[config.mk]
export PLATFORM = sky130hd
export DESIGN_NAME = port_read_mux
export DESIGN_NICKNAME = d
export VERILOG_FILES = /design/src/port_read_mux.sv
export SDC_FILE = /design/constraint.sdc
export NUM_CORES = 1
export LEC_CHECK = 0
export BUFFER_PORTS_ARGS = -buffer_cell sky130_fd_sc_hd__buf_2
export CORE_AREA = 2 2 39 41
export DETAILED_ROUTE_END_ITERATION = 10
export DIE_AREA = 0 0 41 43
export PLACE_DENSITY = 0.61
export REMOVE_ABC_BUFFERS = 1
export SLEW_MARGIN = 20
export SYNTH_ARGS = -nofsm -noshare
export SYNTH_HDL_FRONTEND = slang
export SYNTH_SLANG_ARGS = --single-unit
[constraint.sdc]
create_clock -name vclk -period 0.8
set_input_delay 0 -clock vclk [all_inputs]
set_output_delay 0 -clock vclk [all_outputs]
set_load 0.05 [all_outputs]
[src/port_read_mux.sv]
// Per-bit selection of the value that a port data read returns.
// Assumes pin levels are synchronous to the system clock.
`timescale 1ns/1ps
`default_nettype none
module port_read_mux #(
  parameter int WIDTH = 8
) (
  input  wire logic [WIDTH-1:0] latch,
  input  wire logic [WIDTH-1:0] dir,
  input  wire logic [WIDTH-1:0] ansel,
  input  wire logic [WIDTH-1:0] pin,
  input  wire logic             readback,
  output logic      [WIDTH-1:0] rd
);

  // ==========================================================================
  // Read value per bit
  for (genvar i = 0; i < WIDTH; i++) begin : g_bit
    // One bit of the read path; analog pins read zero unless read-back is on.
    always_comb begin
      if (readback) begin
        rd[i] = pin[i];
      end else if (ansel[i]) begin
        rd[i] = 1'b0;
      end else begin
        rd[i] = dir[i] ? pin[i] : latch[i];
      end
    end
  end

endmodule
`default_nettype wire

# Word level (Yosys, flattened, before mapping)
# Cells that the tools add are included.
# classes
muxes	24
# ops
op	count
$mux W1	24
# totals
output_inout_bits	8
reg_bits	0
elab_cells	24

# Logic depth before layout (Yosys ltp)
# Gate-level depths: netlist (run 1).
# depth
depth_word	3
ltp_mapped	3
depth_no_buf	3

# Worst setup path before layout (run 1)
# OpenSTA, ideal clock, no wires.
# synth_path
path_type	in2out
start	input port latch[0]
end	output port rd[0]
path_stages	2
slack_ns	-0.905
arrival_ns	1.705
required_ns	0.800
n_path_buf	0
path_cell_list	inv_1 > o41ai_1
# synth_between
elab_chain_cells	3
# synth_rtl
item	line_no	rtl
start: declaration	8	input wire logic [WIDTH-1:0] latch,
$mux W1	26	rd[i] = dir[i] ? pin[i] : latch[i];
$mux W1	23	end else if (ansel[i]) begin
$mux W1	21	if (readback) begin
end: declaration	13	output logic [WIDTH-1:0] rd
# Every way passes these cells.

# Final worst setup path (run 1)
# layout_path
start	input port readback
end	output port rd[4]
# layout_between
elab_chain_cells	1
# layout_rtl
item	line_no	rtl
start: declaration	12	input wire logic readback,
$mux W1	21	
# Every way passes these cells.

==> results of run 1 <==
[critical path, cell delays in order]
cell                      delay, ns
sky130_fd_sc_hd__buf_4         0.18
sky130_fd_sc_hd__o41ai_1       0.36
sky130_fd_sc_hd__buf_4         0.25
[area by class of cell]
type               count  area, um^2  area share
repair buffers        41       231.5      0.4579
multi-input cells     24       224.0      0.4431
inverters              8       30.03     0.05941
well taps             16       20.02     0.03960
[what timing repair did]
item / 4_1_cts / 5_1_grt
hold buffers: 0 / 0
pin swaps: 0 / 1
gates cloned: 0 / 0
gates resized for setup: 12 / 6
setup endpoints to repair: 8 / 6
[power by group]
| part | total, mW | switching [mW] | internal, mW | leakage (nW) |
|---|---|---|---|---|
| clock network | 0 | 0 | 0 | 0 |
| logic | 0.358 | 0.210 | 0.148 | 0.290 |
| registers | 0 | 0 | 0 | 0 |
[per-stage QoR]
stage	setup TNS (ns)	hold slack [ns]	instances	cell area, um^2	worst slack, ns
floorplan	-5.950	0.1715	32	205.2	-0.9049
global placement	-0.4528	0.3375	89	430.4	-0.08022
detailed placement	-0.5305	0.3380	89	430.4	-0.1031
CTS	0	0.3210	89	480.5	0.002150
global route	-0.1120	0.3325	89	505.5	-0.03416
finish	-0.0003502	0.3236	89	505.5	-0.0003502
[how the worst min path moves through the flow]
| stage | start | to | slack (ns) | cells past startpoint |
|---|---|---|---|---|
| after floorplan | ansel[6] | rd[6] | 0.17 | 1 |
| after global placement | ansel[5] | rd[5] | 0.34 | 3 |
| after detailed placement | ansel[5] | rd[5] | 0.34 | 3 |
| after CTS | ansel[5] | rd[5] | 0.32 | 3 |
| after global routing | ansel[6] | rd[6] | 0.33 | 3 |
| final | ansel[5] | rd[5] | 0.32 | 3 |
[cell usage in the layout (no fill, tap or decap)]
cell / synthesis / layout
sky130_fd_sc_hd__inv_1: 8 / 8
sky130_fd_sc_hd__o41ai_2: 2 / 6
sky130_fd_sc_hd__buf_6: 1 / 1
sky130_fd_sc_hd__o21ai_0: 8 / 7
sky130_fd_sc_hd__o41ai_4: 0 / 1
sky130_fd_sc_hd__nor2b_1: 8 / 8
sky130_fd_sc_hd__buf_4: 0 / 8
sky130_fd_sc_hd__o41ai_1: 6 / 1
sky130_fd_sc_hd__buf_2: 0 / 32
sky130_fd_sc_hd__o21ai_1: 0 / 1
[cells by family (layout without fill, tap and decap cells)]
logic type / Yosys count / in the layout / share of synthesized area
AOI/OAI and AO/OA: 16 / 16 / 0.5780
buffers and inverters: 9 / 49 / 0.1908
and+or+nand+nor: 8 / 8 / 0.2312
[layer usage]
metal  vias to the layer above  part of all wire  routed length (um)  track usage
met1                       168              0.39                 318       0.1203
met5                         -                 0                   0            0
li1                        204                 -                   -            -
met2                        19              0.53                 429       0.1500
met4                         0                 0                   0            0
met3                         0             0.072                  58            0
==> impl_metrics.env, run 1 <==
export IMPL_drt_iter0_drc=7
export IMPL_critical_path_endpoint="rd[4]"
export IMPL_grt_usage=0.08591
export IMPL_grt_antenna_before_repair=0
export IMPL_core_area_mm2=0.001384
export IMPL_hpwlAfterDp_um=619.9
export IMPL_max_cap_viol_count=0
export IMPL_unrepaired_setup_endpoints_after_global_routing="yes"
export IMPL_grt_first_pass_wirelength_mm=1.173
export IMPL_finalPower_uw=357.7
export IMPL_avgRoutedWirePerCell_um=9.067
export IMPL_violations="negative setup slack"
export IMPL_yosys_area_top_type="sky130_fd_sc_hd__o41ai_1"
export IMPL_overflow=0
export IMPL_synth_distinct_cells=6
export IMPL_insertedDiodeCount=0
export IMPL_synth_top_area_frac=0.2428
export IMPL_die_x_um=41
export IMPL_fraction_of_final_layout_cells_with_drive_strength_greater_than_1=0.6575
export IMPL_top_area_cells_in_the_synthesized_netlist="sky130_fd_sc_hd__o41ai_1 (24%), sky130_fd_sc_hd__nor2b_1 (23%), sky130_fd_sc_hd__o21ai_0 (18%), sky130_fd_sc_hd__o41ai_2 (15%), sky130_fd_sc_hd__inv_1 (14%)"
export IMPL_fill_cells=152
export IMPL_io_pins=41
export IMPL_dr_total_vias=391
export IMPL_route_detailed_vias_per_inst=4.393
export IMPL_worst_slew_pin_slew_ns=0.2673
export IMPL_ys_seq_area_frac=0
export IMPL_timing_critical_path_arrival_ns=0.80
export IMPL_status="complete, but fails checks"
export IMPL_regArea_um2=0
export IMPL_syn_mean_instance_area_um2=6.559
export IMPL_power_density_mw_per_mm2=707.7
export IMPL_cts_repair_timing_setup_buffer_count=0
export IMPL_drt_pass1_iter_count=4
export IMPL_synthesis_area_um2=216.5
export IMPL_setup_violations_final=1
export IMPL_yosys_warnings=0
export IMPL_hold_viol=0
export IMPL_start_util=0.1564
export IMPL_required_ns=0.80
export IMPL_area_delta_synth_final_pct=133.5
export IMPL_grt_start_max_net_pins=17
export IMPL_io_buffer_count=41
export IMPL_synth_cells=33
export IMPL_routabilityCongestion=0.6130
export IMPL_first_global_vias=323
export IMPL_drv_slew=0
export IMPL_final_min_period_over_clock_period=1.000
export IMPL_chipHeight_um=43
export IMPL_worst_path_max_fanout=16
export IMPL_final_setup_worst_slack_ns=-0.0003502
export IMPL_ant_nets=0
export IMPL_rows=14
export IMPL_minimum_clock_period_after_layout_ns=0.8004
export IMPL_die_area_mm2=0.001763
export IMPL_drt_total_wl_um=807
export IMPL_n_sequential_cell=0
export IMPL_fmaxAchievable_mhz=1249
export IMPL_power_leakage_nw=0.2904
export IMPL_post_route_drc_count=0
export IMPL_relSlewSlack=0.8195
export IMPL_worst_setup_path_start_kind="primary input"
export IMPL_timing_hold_worst_class="primary input to output pin"
export IMPL_layout_clock_buffers=0
export IMPL_ir_drop_mv=0.2556
export IMPL_layout_nets=108
export IMPL_crit_path_end_kind="output pin"
export IMPL_ys_top_cells_by_count="sky130_fd_sc_hd__inv_1 (8), sky130_fd_sc_hd__nor2b_1 (8), sky130_fd_sc_hd__o21ai_0 (8)"
export IMPL_timing_setup_critical_path_class="primary input to output pin"
export IMPL_fin_util=0.3653
export IMPL_timing_critical_path_from="readback"
No activity file was read; power rests on OpenSTA's default activity.
==> run 2: changes to the inputs <==
--- a/config.mk
+++ b/config.mk
@@ -9,9 +9,10 @@
 export CORE_AREA = 2 2 39 41
 export DETAILED_ROUTE_END_ITERATION = 10
 export DIE_AREA = 0 0 41 43
-export PLACE_DENSITY = 0.61
+export PLACE_DENSITY_LB_ADDON = 0.08
 export REMOVE_ABC_BUFFERS = 1
 export SLEW_MARGIN = 20
 export SYNTH_ARGS = -nofsm -noshare
 export SYNTH_HDL_FRONTEND = slang
 export SYNTH_SLANG_ARGS = --single-unit
+export TNS_END_PERCENT = 5
==> impl_metrics.env, run 2 (same netlist as run 1, synthesis figures left out) <==
export IMPL_status="finished, final reports clean"
export IMPL_minimum_clock_period_after_layout_ns=0.7862
export IMPL_dpl_cell_area_um2=430.4
export IMPL_layout_common_cells="sky130_fd_sc_hd__buf_2 (32), sky130_fd_sc_hd__buf_4 (9)"
export IMPL_grt_start_max_net_pins=17
export IMPL_fmaxAchievable_mhz=1272
export IMPL_cp_slowest_cell="sky130_fd_sc_hd__o41ai_2"
export IMPL_rows=14
export IMPL_routabilityCongestion=0.6335
export IMPL_hold_viol=0
export IMPL_start_util=0.1564
export IMPL_regArea_um2=0
export IMPL_finalSetupTns_ns=0
export IMPL_worst_slew_pin_slew_ns=0.2451
export IMPL_hold_path_cell_count=3
export IMPL_setup_violations_final=0
export IMPL_core_area_mm2=0.001384
export IMPL_total_area_of_multi_input_combinational_cells_um2=220.2
export IMPL_area_delta_synth_final_pct=130.1
export IMPL_grt_usage=0.07892
export IMPL_max_cap_viol_count=0
export IMPL_power_density_mw_per_mm2=704.7
export IMPL_ir_drop_mv=0.2151
export IMPL_finalHoldWorstSlack_ns=0.3235
export IMPL_fraction_of_final_layout_cells_with_drive_strength_greater_than_1=0.6712
export IMPL_die_x_um=41
export IMPL_fill_cells=155
export IMPL_drt_total_wl_um=842
export IMPL_max_stage_delay_ns=0.35
export IMPL_final_area_um2=498.0
export IMPL_layout_clock_buffers=0
export IMPL_n_sequential_cell=0
export IMPL_timing_critical_path_arrival_ns=0.79
export IMPL_worstPathCellList="buf_4 -> o41ai_2 -> buf_4"
export IMPL_ant_nets=0
export IMPL_worst_setup_path_start_kind="primary input"
export IMPL_first_global_vias=317
export IMPL_required_ns=0.80
export IMPL_io_pins=41
export IMPL_overflow=0
export IMPL_timing_setup_critical_path_class="primary input to output pin"
export IMPL_timing_hold_worst_class="primary input to output pin"
export IMPL_worst_path_buf_inv=2
export IMPL_chipHeight_um=43
export IMPL_dr_total_vias=399
export IMPL_drt_iter0_drc=1
export IMPL_route_detailed_vias_per_inst=4.483
export IMPL_final_min_period_over_clock_period=0.9828
export IMPL_grt_antenna_before_repair=0
export IMPL_power_leakage_nw=0.2873
export IMPL_crit_path_end_kind="output pin"
export IMPL_worst_path_max_fanout=16
export IMPL_cp_depth=3
export IMPL_drv_slew=0
export IMPL_relSlewSlack=0.8348
export IMPL_layout_nets=108
export IMPL_io_buffer_count=41
export IMPL_cts_repair_timing_setup_buffer_count=0
export IMPL_insertedDiodeCount=0
export IMPL_crit_path_frequent_cell="sky130_fd_sc_hd__buf_4"
export IMPL_final_common_cell="sky130_fd_sc_hd__buf_2"
export IMPL_post_route_drc_count=0
export IMPL_grt_first_pass_wirelength_mm=1.062
export IMPL_unrepaired_setup_endpoints_after_global_routing="yes"
export IMPL_avgRoutedWirePerCell_um=9.461
export IMPL_die_area_mm2=0.001763
export IMPL_drt_pass1_iter_count=3
export IMPL_cpLargestDelayFamily="buffers and inverters"
export IMPL_hpwlAfterDp_um=630
==> run 2: path summary, 6_finish.rpt <==
path,slack (ns),end,startpoint
worst max-delay path,0.01,rd[4],readback
worst min-delay path,0.32,rd[5],ansel[5]
==> run 2: through the flow <==
step	total power [mW]	utilization	std cells	worst slack, ns
2_1_floorplan	0.1744	-	32	-0.9049
3_5_place_dp	0.3035	0.3110	89	-0.08968
3_3_place_gp	0.3038	0.3110	89	-0.08883
5_1_grt	0.3759	0.3599	89	-0.01531
6_report	0.3509	0.3599	89	0.01378
4_1_cts	0.3388	0.3436	89	0.005143
==> run 2: tightest hold or removal path: stages <==
cell	delay, ns
sky130_fd_sc_hd__buf_2	0.09
sky130_fd_sc_hd__o41ai_2	0.05
sky130_fd_sc_hd__buf_4	0.18
==> run 2: layout make-up <==
cell class,instances,area share
multi-input cells,24,0.4422
repair buffers,41,0.4573
well taps,16,0.04020
inverters,8,0.06030
==> run 2: routing by layer <==
layer | GRT usage | share of wire | vias up
met5 | 0 | 0 | -
met4 | 0 | 0 | 0
met3 | 0 | 0.14 | 0
met2 | 0.1563 | 0.48 | 29
met1 | 0.09177 | 0.38 | 167
li1 | - | - | 203
==> run 2: report_power, final <==
group          total (mW)  leakage, nW  switching (mW)  internal, mW
combinational       0.351        0.287           0.208         0.143
clock                   0            0               0             0
sequential              0            0               0             0
total               0.351        0.287           0.208         0.143
==> run 2: repair_timing <==
action / in CTS / in global routing
hold buffers: 0 / 0
setup endpoints to repair: 8 / 4
gates resized for setup: 12 / 3
pin swaps: 0 / 1
gates cloned: 0 / 0
==> run 3: changes to the inputs <==
--- a/config.mk
+++ b/config.mk
@@ -9,7 +9,7 @@
 export CORE_AREA = 2 2 39 41
 export DETAILED_ROUTE_END_ITERATION = 10
 export DIE_AREA = 0 0 41 43
-export PLACE_DENSITY_LB_ADDON = 0.08
+export PLACE_DENSITY = 0.63
 export REMOVE_ABC_BUFFERS = 1
 export SLEW_MARGIN = 20
 export SYNTH_ARGS = -nofsm -noshare
==> constraint.sdc (replaced) <==
create_clock -name vclk -period 0.8
set_input_delay 0.04 -clock vclk [all_inputs]
set_output_delay 0.04 -clock vclk [all_outputs]
set_load 0.05 [all_outputs]
==> impl_metrics.env, run 3 (same netlist as run 1, synthesis figures left out) <==
export IMPL_p_switching_uw=209.2
export IMPL_io_pins=41
export IMPL_max_stage_delay_ns=0.33
export IMPL_register_share_of_total_power=0
export IMPL_worst_path_max_fanout=2
export IMPL_ir_drop_mv=0.2537
export IMPL_finalPower_uw=356.6
export IMPL_grt_usage=0.09590
export IMPL_pre_cts_ws_ns=-0.1693
export IMPL_area_delta_synth_final_pct=131.8
export IMPL_timing_critical_path_from="ansel[5]"
export IMPL_power_leakage_nw=0.2888
export IMPL_avgRoutedWirePerCell_um=9.640
export IMPL_globalRouteMet1Util=0.1139
export IMPL_start_util=0.1564
export IMPL_layout_clock_buffers=0
export IMPL_cell_internal_pwr_uw=147.4
export IMPL_use_met3=0
export IMPL_drt_total_wl_um=858
export IMPL_chipHeight_um=43
export IMPL_dpl_cell_area_um2=430.4
export IMPL_finalHoldWorstSlack_ns=0.4132
export IMPL_ctsHoldBuffers=0
export IMPL_fraction_of_final_layout_cells_with_drive_strength_greater_than_1=0.6712
export IMPL_grt_antenna_before_repair=0
export IMPL_share_clk_of_total_power=0
export IMPL_die_x_um=41
export IMPL_worst_slew_pin_slew_ns=0.2397
export IMPL_cp_depth=3
export IMPL_power_switching_fraction=0.5866
export IMPL_cp_slowest_cell="sky130_fd_sc_hd__o41ai_2"
export IMPL_combinationalPowerShare=1.000
export IMPL_ant_nets=0
export IMPL_dr_total_vias=411
export IMPL_regArea_um2=0
export IMPL_hpwlAfterDp_um=688.7
export IMPL_drt_iter0_drc=2
export IMPL_cts_repair_timing_setup_buffer_count=0
export IMPL_layout_nets=108
export IMPL_cpLargestDelayFamily="buffers and inverters"
export IMPL_use_met2=0.1875
export IMPL_finalSetupTns_ns=0
export IMPL_timing_setup_critical_path_class="primary input to output pin"
export IMPL_routabilityCongestion=0.6175
export IMPL_minimum_clock_period_after_layout_ns=0.7695
export IMPL_grt_start_max_net_pins=17
export IMPL_relSlewSlack=0.8384
export IMPL_power_density_mw_per_mm2=710.7
export IMPL_final_setup_worst_slack_ns=0.03052
export IMPL_grt_first_pass_wirelength_mm=1.311
export IMPL_core_area_mm2=0.001384
export IMPL_unrepaired_setup_endpoints_after_global_routing="yes"
export IMPL_die_area_mm2=0.001763
export IMPL_post_placement_cell_count=89
export IMPL_overflow=0
export IMPL_max_cap_viol_count=0
export IMPL_hold_viol=0
export IMPL_timing_hold_worst_class="primary input to output pin"
export IMPL_post_route_drc_count=0
export IMPL_first_global_vias=353
export IMPL_crit_path_end_kind="output pin"
export IMPL_critical_path_endpoint="rd[5]"
export IMPL_peak_usage_layer_in_the_global_routing_report="met2"
export IMPL_insertedDiodeCount=0
export IMPL_final_common_cell="sky130_fd_sc_hd__buf_2"
export IMPL_fmaxAchievable_mhz=1300
export IMPL_final_min_period_over_clock_period=0.9619
export IMPL_route_detailed_vias_per_inst=4.618
export IMPL_drv_slew=0
export IMPL_timing_critical_path_arrival_ns=0.73
export IMPL_worst_path_buf_inv=2
export IMPL_status="finished, final reports clean"
export IMPL_n_sequential_cell=0
export IMPL_setup_violations_final=0
export IMPL_required_ns=0.76
export IMPL_final_area_um2=501.7
export IMPL_fin_util=0.3626
export IMPL_drt_pass1_iter_count=2
export IMPL_worstPathCellList="buf_2 -> o41ai_2 -> buf_4"
export IMPL_finalNonFillerCells=89
export IMPL_io_buffer_count=41
export IMPL_rows=14
export IMPL_worst_setup_path_start_kind="primary input"
-- run 3: worst min path at each step --
| stage | slack, ns | end | cells past startpoint | from |
|---|---|---|---|---|
| 6_report | 0.41 | rd[6] | 3 | dir[6] |
| 5_1_grt | 0.43 | rd[4] | 3 | dir[4] |
| 2_1_floorplan | 0.25 | rd[6] | 1 | ansel[6] |
| 3_5_place_dp | 0.42 | rd[5] | 3 | ansel[5] |
| 4_1_cts | 0.41 | rd[4] | 3 | ansel[4] |
| 3_3_place_gp | 0.42 | rd[5] | 3 | ansel[5] |
-- run 3: final cells by class --
type / instances / area (um^2)
Fill cell: 146 / 882.1
Tap cell: 16 / 20.02
Multi-Input combinational cell: 24 / 220.2
Timing Repair Buffer: 41 / 231.5
Inverter: 8 / 30.03
-- run 3: power groups by stage --
stage | Combinational, mW | Clock [mW] | Sequential, mW
after floorplan | 0.174 | 0 | 0
after global placement | 0.299 | 0 | 0
after detailed placement | 0.304 | 0 | 0
after CTS | 0.355 | 0 | 0
after global routing | 0.381 | 0 | 0
final | 0.357 | 0 | 0
-- run 3: metal layers --
| layer | routed length (um) | vias up |
|---|---|---|
| met5 | 0 | - |
| met1 | 312 | 191 |
| li1 | - | 203 |
| met4 | 0 | 0 |
| met2 | 471 | 17 |
| met3 | 73 | 0 |
-- run 3: what timing repair did --
action | 4_1_cts | 5_1_grt
pin swaps | 4 | 4
endpoints found under the setup margin | 8 | 8
resized for setup | 19 | 5
-- run 3: tightest hold or removal path, stage by stage --
cell,delay [ns]
sky130_fd_sc_hd__buf_2,0.09
sky130_fd_sc_hd__o41ai_2,0.06
sky130_fd_sc_hd__buf_4,0.18
